### src/common/scc_pkg.sv
// constants for the clock source select block
package scc_pkg;
   // register addresses
   localparam logic [15:0] ADDR_SUB_OSC_MODE = 16'hfff0;
   localparam logic [15:0] ADDR_CLK_SRC_SEL  = 16'hfff2;
   localparam logic [15:0] ADDR_PROC_CLK_CTL = 16'hfffb;
   // field positions
   localparam int SUB_STOP_BIT   = 0;
   localparam int FB_OFF_BIT     = 1;
   localparam int SUB_SEL_BIT    = 4;
   localparam int SRC_STAT_BIT   = 5;
   localparam int MAIN_DIV_BIT   = 1;
   localparam int MAIN_DIS_BIT   = 7;
   // reset values
   localparam logic [7:0] SUB_OSC_MODE_RST = 8'h00;
   localparam logic [7:0] CLK_SRC_SEL_RST  = 8'h00;
   localparam logic [7:0] PROC_CLK_CTL_RST = 8'h02;
   // prescaler: tick[i] pulses at main_clock_freq / 2^(i+1)
   localparam int PRESC_W  = 8;
   localparam int DIV4_IDX = 1;
endpackage : scc_pkg

### src/common/scc_presc_if.sv
// link between the control logic and the main clock prescaler
`timescale 1ns/1ns
interface scc_presc_if;
   import scc_pkg::*;
   logic               run;
   logic [PRESC_W-1:0] tick;
   modport ctrl  (output run, input tick);
   modport presc (input run, output tick);
endinterface : scc_presc_if

### src/hw/scc_prescaler.sv
// main clock prescaler producing divided enable pulses
`timescale 1ns/1ns
module scc_prescaler
   import scc_pkg::*;
(
   input  wire logic    clock_i,   // main clock
   input  wire logic    srst_i,    // sync reset, active high
   scc_presc_if.presc   presc      // run in, ticks out
);
   typedef struct packed {
      logic [PRESC_W-1:0] cnt;
   } scc_presc_s;

   scc_presc_s r;
   scc_presc_s next_r;

   always_comb begin
      next_r = r;
      if (presc.run) begin
         next_r.cnt = r.cnt + PRESC_W'(1);
      end
   end

   always_ff @(posedge clock_i) begin
      if (srst_i) begin
         r <= '0;
      end else begin
         r <= next_r;
      end
   end

   // each stage pulses once per 2^(i+1) main cycles, only while running [RULE_14]
   genvar i;
   generate
      for (i = 0; i < PRESC_W; i++) begin : g_tick
         assign presc.tick[i] = presc.run && (&r.cnt[i:0]);
      end
   endgenerate
endmodule : scc_prescaler

### src/hw/scc_top.sv
// clock source selection, oscillator control and cpu clock enables
// Summary of operation
// [RULE_01] sub stop bit set halts sub oscillator
// [RULE_02] feedback bit set disconnects sub feedback resistor
// [RULE_03] reset clears sub oscillator mode register
// [RULE_04] reset clears clock source select register
// [RULE_05] select bit picks main or sub source
// [RULE_06] status bit read-only, shows active source
// [RULE_07] software writes zero to mode upper bits
// [RULE_08] software writes zero to select unused bits
// [RULE_09] reset picks slow main mode, oscillator stopped
// [RULE_10] three instruction times: fast, quarter, sub
// [RULE_11] stop only on main clock; halt always
// [RULE_12] disable bit stops main oscillator on sub
// [RULE_13] peripherals on main divider; timers on sub
// [RULE_14] prescaler divides main clock for enables
// [RULE_15] cut feedback only when sub unused
// [RULE_16] external clock drives input and its complement
// [RULE_17] cpu clock: fx, fx/4 or sub/2
// [RULE_18] software changes disable bit only on sub
// [RULE_19] status changes only once switch completes
//
// The plain strobed port was decided locally.
`timescale 1ns/1ns
module scc_top
   import scc_pkg::*;
(
   input  wire logic               clock_i,          // main clock, 10 MHz
   input  wire logic               srst_i,           // sync reset, active high
   input  wire logic [15:0]        addr_i,           // register address
   input  wire logic [7:0]         wdata_i,          // write data
   input  wire logic               we_i,             // write strobe
   input  wire logic               re_i,             // read strobe
   output logic      [7:0]         rdata_o,          // read data, cycle after strobe
   input  wire logic               sub_osc_in_i,     // sub oscillator pin, async
   input  wire logic               stop_req_i,       // cpu asks for stop mode
   input  wire logic               halt_req_i,       // cpu asks for halt mode
   input  wire logic               wake_i,           // standby release
   output logic                    main_osc_run_o,   // main oscillator enabled
   output logic                    sub_osc_stop_o,   // sub oscillator halted
   output logic                    sub_feedback_off_o, // sub feedback resistor removed
   output logic                    cpu_clk_en_o,     // one-cycle cpu clock enable
   output logic                    cpu_clock_source_status_o, // 1: cpu on sub clock
   output logic                    stop_mode_o,      // in stop mode
   output logic                    halt_mode_o,      // in halt mode
   output logic                    sub_tick_o,       // sub clock edge for timers
   output logic      [PRESC_W-1:0] periph_tick_o     // divided main clock enables
);
   typedef struct packed {
      logic       sub_stop;
      logic       fb_off;
      logic       sub_sel;
      logic       main_dis;
      logic       main_div;
      logic       cpu_clock_source_status;
      logic       stop_mode;
      logic       halt_mode;
      logic       main_run;
      logic       sync1;
      logic       sync2;
      logic       sub_prev;
      logic       sub_half;
      logic       cpu_tick;
      logic [7:0] rdata;
   } scc_state_s;

   scc_state_s r;
   scc_state_s next_r;

   scc_presc_if presc_bus ();

   scc_prescaler u_presc (
      .clock_i (clock_i),
      .srst_i  (srst_i),
      .presc   (presc_bus.presc)
   );

   function automatic logic hit(input logic [15:0] a, input logic [15:0] base);
      hit = (a == base);
   endfunction : hit

   logic       sub_tick;
   logic       main_tick;
   logic       sub_cpu_tick;
   logic       switch_done;
   logic       standby;
   logic [7:0] rd_val;

   // sub edge seen only after two flops; oscillator gated by its stop bit
   assign sub_tick     = r.sync2 && !r.sub_prev && !r.sub_stop;  // [RULE_01]
   assign sub_cpu_tick = sub_tick && r.sub_half;                 // [RULE_17]
   // fast mode every cycle, slow mode every fourth
   assign main_tick    = r.main_run
                       && (r.main_div ? presc_bus.tick[DIV4_IDX] : 1'b1); // [RULE_17] [RULE_10]
   // a switch lands on an edge of the target clock
   assign switch_done  = (r.sub_sel != r.cpu_clock_source_status)
                       && (r.sub_sel ? sub_tick : main_tick);    // [RULE_19]
   assign standby      = r.stop_mode || r.halt_mode;

   assign presc_bus.run = r.main_run;                            // [RULE_14]

   always_comb begin
      rd_val = 8'h00;
      if (hit(addr_i, ADDR_SUB_OSC_MODE)) begin
         rd_val[SUB_STOP_BIT] = r.sub_stop;
         rd_val[FB_OFF_BIT]   = r.fb_off;
      end else if (hit(addr_i, ADDR_CLK_SRC_SEL)) begin
         rd_val[SUB_SEL_BIT]  = r.sub_sel;
         rd_val[SRC_STAT_BIT] = r.cpu_clock_source_status;
      end else if (hit(addr_i, ADDR_PROC_CLK_CTL)) begin
         rd_val[MAIN_DIS_BIT] = r.main_dis;
         rd_val[MAIN_DIV_BIT] = r.main_div;
      end
   end

   always_comb begin
      next_r = r;
      // sub pin synchroniser and edge tracking
      next_r.sync1    = sub_osc_in_i;
      next_r.sync2    = r.sync1;
      next_r.sub_prev = r.sync2;
      if (sub_tick) begin
         next_r.sub_half = !r.sub_half;                          // [RULE_17]
      end
      // register writes; unused bits are dropped
      if (we_i) begin
         if (hit(addr_i, ADDR_SUB_OSC_MODE)) begin
            next_r.sub_stop = wdata_i[SUB_STOP_BIT];             // [RULE_01]
            next_r.fb_off   = wdata_i[FB_OFF_BIT];               // [RULE_02]
         end else if (hit(addr_i, ADDR_CLK_SRC_SEL)) begin
            next_r.sub_sel  = wdata_i[SUB_SEL_BIT];              // [RULE_05] [RULE_06]
         end else if (hit(addr_i, ADDR_PROC_CLK_CTL)) begin
            next_r.main_dis = wdata_i[MAIN_DIS_BIT];
            next_r.main_div = wdata_i[MAIN_DIV_BIT];
         end
      end
      // active source follows select only on completion
      if (switch_done) begin
         next_r.cpu_clock_source_status = r.sub_sel;                                 // [RULE_19]
      end
      // standby entry and release
      if (wake_i) begin
         next_r.stop_mode = 1'b0;
         next_r.halt_mode = 1'b0;
      end else if (stop_req_i && !r.cpu_clock_source_status && !standby) begin
         next_r.stop_mode = 1'b1;                                // [RULE_11]
      end else if (halt_req_i && !standby) begin
         next_r.halt_mode = 1'b1;                                // [RULE_11]
      end
      // disable bit acts only while cpu runs from sub clock
      next_r.main_run = !(r.main_dis && r.cpu_clock_source_status) && !next_r.stop_mode; // [RULE_12] [RULE_18]
      // cpu enable from the active source, none in standby
      if (standby) begin
         next_r.cpu_tick = 1'b0;
      end else if (r.cpu_clock_source_status) begin
         next_r.cpu_tick = sub_cpu_tick;                         // [RULE_17]
      end else begin
         next_r.cpu_tick = main_tick;                            // [RULE_17]
      end
      next_r.rdata = re_i ? rd_val : 8'h00;
   end

   always_ff @(posedge clock_i) begin
      if (srst_i) begin
         r          <= '0;
         r.sub_stop <= SUB_OSC_MODE_RST[SUB_STOP_BIT];           // [RULE_03]
         r.fb_off   <= SUB_OSC_MODE_RST[FB_OFF_BIT];             // [RULE_03]
         r.sub_sel  <= CLK_SRC_SEL_RST[SUB_SEL_BIT];             // [RULE_04]
         r.cpu_clock_source_status      <= CLK_SRC_SEL_RST[SRC_STAT_BIT];            // [RULE_04]
         r.main_dis <= PROC_CLK_CTL_RST[MAIN_DIS_BIT];           // [RULE_09]
         r.main_div <= PROC_CLK_CTL_RST[MAIN_DIV_BIT];           // [RULE_09]
      end else begin
         r <= next_r;
      end
   end

   assign rdata_o                 = r.rdata;
   assign main_osc_run_o          = r.main_run;                  // [RULE_09]
   assign sub_osc_stop_o          = r.sub_stop;
   assign sub_feedback_off_o      = r.fb_off;                    // [RULE_02]
   assign cpu_clk_en_o            = r.cpu_tick;
   assign cpu_clock_source_status_o = r.cpu_clock_source_status;                     // [RULE_06]
   assign stop_mode_o             = r.stop_mode;
   assign halt_mode_o             = r.halt_mode;
   // sub clock keeps timers alive through standby
   assign sub_tick_o              = sub_tick;                    // [RULE_13]
   assign periph_tick_o           = presc_bus.tick;              // [RULE_13]
endmodule : scc_top

### config.mk
export PLATFORM = sky130hd
export DESIGN_NAME = scc_top
export DESIGN_NICKNAME = d
export VERILOG_FILES = /design/src/common/scc_pkg.sv /design/src/common/scc_presc_if.sv /design/src/hw/scc_prescaler.sv /design/src/hw/scc_top.sv
export SDC_FILE = /design/constraint.sdc
export NUM_CORES = 1
export LEC_CHECK = 0
export BUFFER_PORTS_ARGS = -buffer_cell sky130_fd_sc_hd__buf_4
export CAP_MARGIN = 5
export CORE_MARGIN = 10
export CORE_UTILIZATION = 49
export DETAILED_ROUTE_END_ITERATION = 7
export GPL_TIMING_DRIVEN = 0
export PLACE_DENSITY = 0.83
export SYNTH_ARGS = -nofsm -noshare
export SYNTH_HDL_FRONTEND = slang
export SYNTH_SLANG_ARGS = --single-unit
### constraint.sdc
create_clock -name clock_i -period 4.31 [get_ports clock_i]
set_input_delay 1.0775 -clock clock_i [delete_from_list [all_inputs] [get_ports clock_i]]
set_output_delay 1.0775 -clock clock_i [all_outputs]
set_load 0.01 [all_outputs]
==> metrics.md, run 1 <==
| Metric | Value |
|---|---|
| Largest net degree at the start of global routing | 15 |
| # setup viols final | 0 |
| Final nets | about 220 |
| Data arrival, critical path | 1.71 ns |
| Routed via count | 1155 |
| Fin crit period | between 2 and 3 ns |
| Final Hold Viols | 0 |
| Vias in the first global route | ~1.2k |
| Tcrit/Tclk final | 0.6458 |
| Critical path endpoint category | output pin |
| CTS clk-pin slew, worst paths | about 0.13 ns |
| Cell variety after synth | 37 |
| Core area | between 0.002 and 0.0025 mm² |
| CTS resizes | 0 |
| EDFF count, synth | 0 |
| Final WS setup | 1.526 ns |
| Status | finished, final reports clean |
| Pre-antenna DRT Iters | 4 |
| Ports | 56 |
| Sw frac | 0.2367 |
| CP startpoint kind | register |
| Sequential share of power | 0.614 |
| Initial Util | 0.5061 |
| Yosys warns | 0 |
| Hold buffers post-CTS | 0 |
| Share of cells above drive strength 1 | 0.3564 |
| Fillers | 196 |
| CP max FO | 5 |
| Max_cap viols | 0 |
| TritonCTS Sinks | 27 |
| # H-tree levels | 1 |
| RSZ-0062 raised after global routing | false |
| First-pass GRT wire length | 5533 µm |
| Worst Hold Class | reg2reg |
| Area growth syn-to-layout | 34.74% |
| Cts bufs inserted | 3 |
| Die height | 70.36 µm |
| Fin Setup TNS | 0 ns |
| GRT Util Overall | 0.1331 |
| Chip width | slightly above 70 µm |
| Drt wl/cell | approximately 15 µm |
| Worst setup path category | reg2out |
| Cells after Synth | between 100 and 150 |
| Count of port buffers added during placement | between 40 and 50 |
| Main synth FF type | dfxtp_1 |
| Layout Utilization | 0.6820 |
| Int Power | 322.1 µW |
| Clock share of power | 0.255 |
| Combinational cell fraction of total power | 0.130 |
| Grt ovf | 0 |
| Antenna viol nets, final | 0 |
| Place WS | around 1.9 ns |
| Layout Cells excl Fill | roughly 220 |
| # diodes | 0 |
| Antenna violations before repair | 0 |
| VDD IR max | 230.3 µV |
| Clock tree buffer depth | 2 |
| Worst EP required | about 3.2 ns |
| Placed Instance Area | approximately 0.0016 mm² |
| # DRC | 0 |
| GP Congestion | slightly below 0.9 |
| Drt via density | 5.298 |
| Final clock skew | 0.002079 ns |
| Leakage | about 0.00076 µW |
| CTS root buffer | clkbuf_4 |
| DIE AREA | slightly below 0.005 mm² |
| Switching power | about 100 µW |
| # Post-CTS Setup Buffers | 0 |
| Flops & latches, synth | 27 |
| Avg Inst Size Synth | around 9.3 µm² |
| Final HPWL DP | roughly 2600 µm |
| Final WL | ~3200 µm |
| FMAX | between 300 and 400 MHz |
| Mapped Area | roughly 0.0012 mm² |
| Worst-Skew Late Latency | between 0.3 and 0.4 ns |
| Final slew viol count | 0 |
| Initial drt markers | 39 |
| Design area | about 0.0017 mm² |
| Seq/Total Area, Yosys | 0.4350 |
| Std-Cell Rows | 18 |
| Post-synth ARST share | 0 |
| CTS tree | yes |
| PD cells | 252.1 mW/mm² |
| Placed insts | around 210 |
==> cell type report <==
type,instances,area (µm²),area share
clock buffers,4,26.28,0.01570
well taps,30,37.54,0.02242
repair buffers,48,360.3,0.2152
flip-flops and latches,27,540.5,0.3229
multi-input cells,94,621.8,0.3714
inverters,4,15.01,0.008969
plain buffers,11,72.57,0.04335
==> state kept, by name, indices dropped and copies added, names as in the netlist <==
signal,count
cpu_clk_en_o,1
cpu_clock_source_status_o,1
halt_mode_o,1
main_osc_run_o,1
next_r,2
r,5
rdata_o,5
stop_mode_o,1
sub_feedback_off_o,1
sub_osc_stop_o,1
u_presc.r,8
==> stage by stage <==
step / hold WS [ns] / total power (µW)
detailed placement: 0.4582 / 319.5
global placement: 0.4248 / 317.1
finish: 0.4740 / 422.0
CTS: 0.4801 / 425.6
global route: 0.4802 / 438.1
floorplan: 0.4138 / 287.7
==> layer usage <==
layer,GRT usage,wire length [µm]
met1,0.1423,1232
met2,0.2295,1671
met3,0.03955,201
met4,0.06798,108
met5,0,0
==> cells by family (layout without fill, tap and decap cells) <==
logic type / Yosys count / in the layout / share of synthesized area
xor gates and xnor gates: 5 / 5 / 0.03525
and+or+nand+nor: 61 / 61 / 0.3152
buffers and inverters: 15 / 67 / 0.07049
AOI/OAI and AO/OA: 18 / 18 / 0.07856
muxes: 4 / 4 / 0.03223
DFF: 27 / 27 / 0.4350
adders and majority gates: 3 / 3 / 0.03021
other: 1 / 3 / 0.003018
==> placed cells by master, fill, tap and decap left out, types with 2 or more instances in the layout <==
| master | Yosys | routed |
|---|---|---|
| nand4bb_1 | 2 | 2 |
| dfxtp_1 | 27 | 27 |
| and3_1 | 3 | 3 |
| a21oi_1 | 8 | 8 |
| nand2_1 | 3 | 3 |
| nand2b_1 | 2 | 2 |
| o21ai_1 | 6 | 6 |
| inv_1 | 4 | 4 |
| nand4_1 | 5 | 5 |
| mux2i_1 | 4 | 4 |
| clkbuf_1 | 2 | 3 |
| and2_1 | 7 | 7 |
| ha_1 | 3 | 3 |
| nor2_1 | 12 | 12 |
| conb_1 | 1 | 3 |
| buf_4 | 8 | 56 |
| nor4_2 | 2 | 2 |
| nand3_1 | 5 | 5 |
| clkbuf_4 | 0 | 3 |
| nor2b_1 | 5 | 5 |
| nor3_1 | 4 | 4 |
| nand4_2 | 2 | 2 |
| xnor2_1 | 4 | 4 |
==> final timing paths <==
check / slack [ns] / from / to / cells past startpoint
worst min register to register: 0.47 / next_r[11] / next_r[10] / 1
worst max-delay path: 1.53 / u_presc.r[0] / periph_tick_o[7] / 5
worst min-delay path: 0.47 / next_r[11] / next_r[10] / 1
worst max register to register: 2.91 / u_presc.r[0] / u_presc.r[4] / 5
==> worst max-delay path, cell delays in order (launching register included) <==
cell and delay (ns):
dfxtp_1 0.42, ha_1 0.28, nand4_1 0.17, nor3_1 0.24, and2_1 0.16, buf_4 0.11
==> cells in the mapped netlist (all sizes together) (4+ instances only) <==
master | number | share of area
dfxtp | 27 | 0.44
nand3 | 5 | 0.020
nor3 | 5 | 0.024
inv | 4 | 0.012
buf | 9 | 0.052
mux2i | 4 | 0.032
a21oi | 8 | 0.032
xnor2 | 4 | 0.028
o21ai | 7 | 0.028
nand4 | 7 | 0.045
nor2 | 12 | 0.036
and2 | 7 | 0.035
nor2b | 5 | 0.025
==> power by group through the flow <==
stage / logic (µW) / registers (µW) / clock network (µW)
6_report: 55.0 / 259 / 108
5_1_grt: 61.0 / 260 / 117
4_1_cts: 54.9 / 259 / 111
3_5_place_dp: 54.7 / 265 / 0
3_3_place_gp: 52.8 / 264 / 0
2_1_floorplan: 23.2 / 264 / 0
Note: power is estimated with default switching activity, not from simulation.
==> inputs of run 2 (changes only) <==
- CORE_UTILIZATION: 49 -> 41
- PLACE_DENSITY: 0.83 -> 0.74
- clock period: 4.31 -> 2.45 ns (I/O delays scaled with it)
==> run 2 against run 1 <==
Compared with the run above: sequential power up 76%; cell count up 0.46%; setup slack worse by 1.3 ns; via count down 5.4%; global-route usage down 2.1 points; combinational power up 74%; clock power up 69%; core utilization down 8.7 points; hold slack worse by 0.012 ns; non-clock buffer count unchanged; critical path depth unchanged; register-to-register slack worse by 1.9 ns.
==> metrics.md, run 2 (synthesis gave the netlist of run 1 again) <==
| Metric | Value |
|---|---|
| Most frequent cells in the layout | 56 x buf_4, 27 x dfxtp_1, 12 x nor2_1, 8 x a21oi_1, 7 x and2_1 |
| CTS root buffer | clkbuf_4 |
| Met2 Resource Use GR | 0.2019 |
| Final Hold Viols | 0 |
| GRT Util Overall | 0.1120 |
| # diodes | 0 |
| # setup viols final | 0 |
| Tcrit/Tclk final | 0.9172 |
| Clock tree buffer depth | 2 |
| Antenna violations before repair | 0 |
| Initial Util | 0.4392 |
| Grt ovf | 0 |
| Pre-antenna DRT Iters | 4 |
| Area growth syn-to-layout | 35.45% |
| Worst EP required | approximately 1.8 ns |
| Bufs and invs on worst path | 1 |
| FMAX | 445.0 MHz |
| Critical-path cell list | ha_2 -> nand4_1 -> nor3_2 -> and2_1 -> buf_4 |
| PD cells | about 440 mW/mm² |
| Final HPWL DP | approximately 2600 µm |
| CP max-delay cell | dfxtp_1 |
| Final WL | roughly 3100 µm |
| CP peak stage delay | 0.42 ns |
| Die height | 75.05 µm |
| CP max FO | 5 |
| VDD IR max | 311.1 µV |
| GP Congestion | ~0.80 |
| Vias in the first global route | 1142 |
| Chip width | ~75 µm |
| Max reg flops | 8 |
| Final slew viol count | 0 |
| # H-tree levels | 1 |
| First-pass GRT wire length | ~5000 µm |
| Critical path endpoint category | output pin |
| Most common cell after layout, fill and taps aside | buf_4 |
| Std-Cell Rows | 19 |
| Data arrival, critical path | ~1.6 ns |
| # Post-CTS Setup Buffers | 0 |
| CTS tree | yes |
| Place WS | 0.4985 ns |
| CP delay by family, top | simple AND/OR/NAND/NOR gates |
| Count of port buffers added during placement | 48 |
| DIE AREA | approximately 0.0056 mm² |
| Placed Instance Area | approximately 0.0016 mm² |
| Largest net degree at the start of global routing | 15 |
| Grt met1 use | 0.1199 |
| CTS clk-pin slew, worst paths | around 0.13 ns |
| Status | finished, final reports clean |
| Worst Hold Class | in2reg |
| Cts bufs inserted | 3 |
| Final WS setup | ~0.20 ns |
| Design area | approximately 0.0017 mm² |
| Reg with most FFs | u_presc.r |
| TritonCTS Sinks | 27 |
| Final clock skew | ~0.011 ns |
| Final nets | ~220 |
| Ports | 56 |
| Fin Setup TNS | 0 ns |
| RSZ-0062 raised after global routing | false |
| Core area | between 0.002 and 0.003 mm² |
| Share of cells above drive strength 1 | 0.3670 |
| Layout Cells excl Fill | 219 |
| M3 GR Usage | 0.02891 |
| Global route hottest layer | met2 |
| Worst setup path category | reg2out |
| Initial drt markers | 48 |
| Min Hold Slack | 0.4623 ns |
| Routed via count | between 1k and 1.5k |
| Drt wl/cell | ~14 µm |
| Fillers | 251 |
| Drt via density | 4.991 |
| Worst-Skew Late Latency | 0.32 ns |
| Antenna viol nets, final | 0 |
| Fin crit period | between 2 and 2.5 ns |
| CP startpoint kind | register |
| # DRC | 0 |
| Placed insts | ~220 |
| Leakage | between 0.0007 and 0.0008 µW |
| Max_cap viols | 0 |
==> run 2: changes by cell type in the layout (fill, tap and decap cells not counted) <==
cell	delta
nor3_2	+1
ha_2	+1
nor3_1	-1
ha_1	-1
==> run 2: stage by stage <==
step                power, µW    util
global placement        558.2  0.5829
global route            770.8  0.5949
floorplan               506.1       -
detailed placement      562.1  0.5829
finish                  735.2  0.5949
CTS                     742.7  0.5922
==> run 2: worst paths after layout <==
| check | slack, ns | end | start | cells past startpoint |
|---|---|---|---|---|
| min reg2reg | 0.46 | r[10] | next_r[10] | 1 |
| min | 0.46 | stop_mode_o | wake_i | 2 |
| max | 0.20 | periph_tick_o[7] | u_presc.r[0] | 5 |
| max reg2reg | 1.04 | u_presc.r[6] | u_presc.r[0] | 5 |
==> run 2: final cells by class <==
cell class	count	area, µm²	area share
Tap cell	31	38.79	0.02305
Clock buffer	4	26.28	0.01561
Timing Repair Buffer	48	360.3	0.2141
Sequential cell	27	540.5	0.3212
Buffer	11	72.57	0.04312
Multi-Input combinational cell	94	629.4	0.3740
Inverter	4	15.01	0.008922
==> run 2: report_power, final <==
group	leakage (µW)	total [µW]	switching (µW)	internal, µW
registers	0.000219	456	7.59	449
logic	0.000523	95.8	41.6	54.2
clock network	0.0000150	183	120	63.8
==> run 2: repair_timing <==
action	4_1_cts	5_1_grt
hold buffers	0	0
endpoints found under the setup margin	0	1
gates resized for setup	0	2
==> run 2: per-layer routing <==
layer | up-vias | share of wire
met3 | 4 | 0.052
met2 | 22 | 0.52
li1 | 572 | -
met1 | 495 | 0.41
met4 | 0 | 0.017
met5 | - | 0
==> inputs of run 3 (changes only) <==
- SYNTH_HIERARCHICAL: not set -> 1
==> run 3 against run 2 <==
Compared with the run above: synthesized cell count grew 1.5%; largest power group unchanged; hold slack got worse by 0.0076 ns; setup slack better by 0.010 ns; design area is 2.0% lower; via count is 5.4% higher; maximum frequency up 0.46%; global-route usage is 0.84 points lower; core utilization down 0.70 points; largest cell class unchanged; combinational power fell by 4.3%; total power increased by 0.12%; clock power up 2%.
==> metrics.md, run 3 <==
| Metric | Value |
|---|---|
| Status | finished, final reports clean |
| Fin Setup TNS | 0 ns |
| Main synth FF type | dfxtp_1 |
| CP peak stage delay | a little under 0.4 ns |
| # setup viols final | 0 |
| Final nets | 227 |
| VDD IR max | roughly 280 µV |
| Synth cell count leaders | 27 x dfxtp_1, 11 x a21oi_1, 10 x nor2_1, 9 x nand3_1, 8 x buf_4 |
| Post-synth top area cell | dfxtp_1 |
| Std-Cell Rows | 19 |
| Die height | around 74 µm |
| Cell variety after synth | 37 |
| Worst relative slew slack | 0.6016 |
| Drt wl/cell | around 13 µm |
| Synth top area cells | dfxtp_1 44%, buf_4 4.9%, a21oi_1 4.5% |
| Clock tree buffer depth | 2 |
| Placed Instance Area | 0.001622 mm² |
| Hold depth | 2 |
| CTS resizes | 0 |
| Fin crit period | around 2.2 ns |
| Most common cell in the synthesized netlist | dfxtp_1 |
| Vias in the first global route | around 1.1k |
| # Post-CTS Setup Buffers | 0 |
| Largest net degree at the start of global routing | 16 |
| Chip width | between 70 and 80 µm |
| Hold EP | halt_mode_o |
| RSZ-0062 raised after global routing | false |
| GP Congestion | around 0.92 |
| DIE AREA | around 0.0055 mm² |
| Area growth syn-to-layout | 35.74% |
| Antenna viol nets, final | 0 |
| CP most frequent cell | ha_1 |
| Max reg flops | 8 |
| CP max-delay cell | dfxtp_1 |
| Design area | roughly 0.0016 mm² |
| R2R setup slack | around 1.0 ns |
| Share of cells above drive strength 1 | 0.3421 |
| Initial Util | 0.4331 |
| Ports | 56 |
| Leakage | between 0.0007 and 0.0008 µW |
| R2R depth | 6 |
| RR Startpoint | main_osc_run_o |
| Critical-path cell list | ha_1 -> and3_2 -> ha_1 -> and2_1 -> buf_4 |
| Critical Path Start | u_presc/r[0] |
| Final slew viol count | 0 |
| CTS tree | yes |
| Worst Hold Launch | wake_i |
| Worst setup path category | reg2out |
| Reg with most FFs | u_presc/r |
| Most common cell after layout, fill and taps aside | buf_4 |
| Grt ovf | 0 |
| Final WL | 2904 µm |
| Post-synth top area share | 0.4449 |
| Bufs and invs on worst path | 1 |
| EDFF count, synth | 0 |
| Hold buffers post-CTS | 0 |
| Worst-Margin Slew | slightly below 0.6 ns |
| Mapped Area | between 0.001 and 0.0015 mm² |
| Antenna violations before repair | 0 |
| Initial drt markers | between 60 and 70 |
| Layout Utilization | 0.5879 |
| Drt via density | 5.213 |
| Worst EP required | about 1.8 ns |
| Worst Hold Class | in2reg |
| # diodes | 0 |
| CP delay by family, top | adder cells |
| # DRC | 0 |
| FMAX | roughly 450 MHz |
| Avg Inst Size Synth | around 8.9 µm² |
| Tcrit/Tclk final | 0.9130 |
| Post-synth ARST share | 0 |
| Cells after Synth | 136 |
| PD cells | roughly 450 mW/mm² |
| CTS clk-pin slew, worst paths | around 0.14 ns |
| TritonCTS Sinks | 27 |
| Core area | roughly 0.0028 mm² |
| CTS root buffer | clkbuf_4 |
| GRT Util Overall | 0.1036 |
| Final HPWL DP | roughly 2400 µm |
| Seq/Total Area, Yosys | 0.4449 |
| Data arrival, critical path | 1.62 ns |
| Most frequent cells in the layout | 56 x buf_4, 27 x dfxtp_1, 11 x a21oi_1, 10 x nor2_1, 9 x nand3_1 |
| Yosys warns | 6 |
| Pre-antenna DRT Iters | 4 |
| Count of port buffers added during placement | between 40 and 50 |
| Final clock skew | about 0.0057 ns |
| Final Hold Viols | 0 |
| # H-tree levels | 1 |
| Worst-Skew Late Latency | between 0.3 and 0.4 ns |
| RR Endpoint | cpu_clk_en_o |
| CP max FO | 6 |
| Routed via count | around 1.2k |
| Cts bufs inserted | 3 |
| Flops & latches, synth | 27 |
| Critical path endpoint category | output pin |
| First-pass GRT wire length | ~4700 µm |
| CP startpoint kind | register |
| Max_cap viols | 0 |
==> run 3: cell types whose count changed after synthesis, sizes merged, moves of 2 or more <==
cell     previous run  this run
xnor2               4         2
nand4bb             2         0
o21ai               7         9
nor2               12        10
or3                 1         3
and3                3         6
nand2b              2         0
nand3               5         9
a21oi               8        11
==> run 3: where the power goes <==
part / total (µW) / leakage, µW / switching (µW) / internal [µW]
clock network: 187 / 0.0000177 / 126 / 61.1
logic: 91.7 / 0.000522 / 39.5 / 52.2
registers: 458 / 0.000219 / 8.92 / 449
==> run 3: final cells by class <==
| type | instances | area [µm²] |
|---|---|---|
| buffer | 11 | 72.57 |
| clock buffer | 3 | 22.52 |
| clock inverter | 1 | 5.005 |
| fill | 263 | 1156 |
| inverter | 3 | 11.26 |
| multi-input combinational | 97 | 598.1 |
| sequential | 27 | 540.5 |
| tap | 31 | 38.79 |
| timing repair buffer | 48 | 360.3 |
==> run 3: routing by layer <==
layer | wire length [µm] | vias to the layer above | part of all wire | track usage
met1 | 1259 | 532 | 0.43 | 0.1207
li1 | - | 586 | - | -
met2 | 1452 | 34 | 0.50 | 0.1806
met4 | 0 | 0 | 0 | 0.01471
met3 | 191 | 0 | 0.066 | 0.03856
met5 | 0 | - | 0 | 0
==> run 3: kinds of logic after synthesis <==
family                     Yosys count  synth area share
muxes                                3           0.02472
and+or+nand+nor                     60            0.2884
other                                1          0.003087
adders and majority gates            4           0.04120
AOI/OAI and AO/OA                   24            0.1071
buffers and inverters               14           0.06899
DFF                                 27            0.4449
xor gates and xnor gates             3           0.02163
==> run 3: worst max-delay path by stage <==
| stage | to | slack [ns] | cells after the start |
|---|---|---|---|
| floorplan | periph_tick_o[7] | 0.70 | 4 |
| global placement | periph_tick_o[4] | 0.59 | 5 |
| detailed placement | rdata_o[5] | 0.56 | 5 |
| CTS | periph_tick_o[4] | 0.20 | 5 |
| global route | periph_tick_o[4] | 0.13 | 5 |
| finish | periph_tick_o[4] | 0.21 | 5 |
==> run 3: per-stage QoR <==
stage | total power [µW] | std cells | setup WS, ns | hold slack (ns)
final | 736.2 | 221 | 0.2131 | 0.4547
after global routing | 768.1 | 221 | 0.1281 | 0.4335
after CTS | 743.2 | 221 | 0.1964 | 0.4413
after detailed placement | 558.8 | 217 | 0.5621 | 0.4274
after global placement | 555.6 | 217 | 0.5941 | 0.4163
after floorplan | 506.1 | 138 | 0.6984 | 0.4138
==> run 3: worst reg2reg max path, stage by stage (launching register included) <==
cell and delay [ns]:
dfxtp_1 0.40, buf_2 0.24, nand2_1 0.12, inv_1 0.10
o21ai_0 0.10, o21ai_0 0.16, nor4b_1 0.24
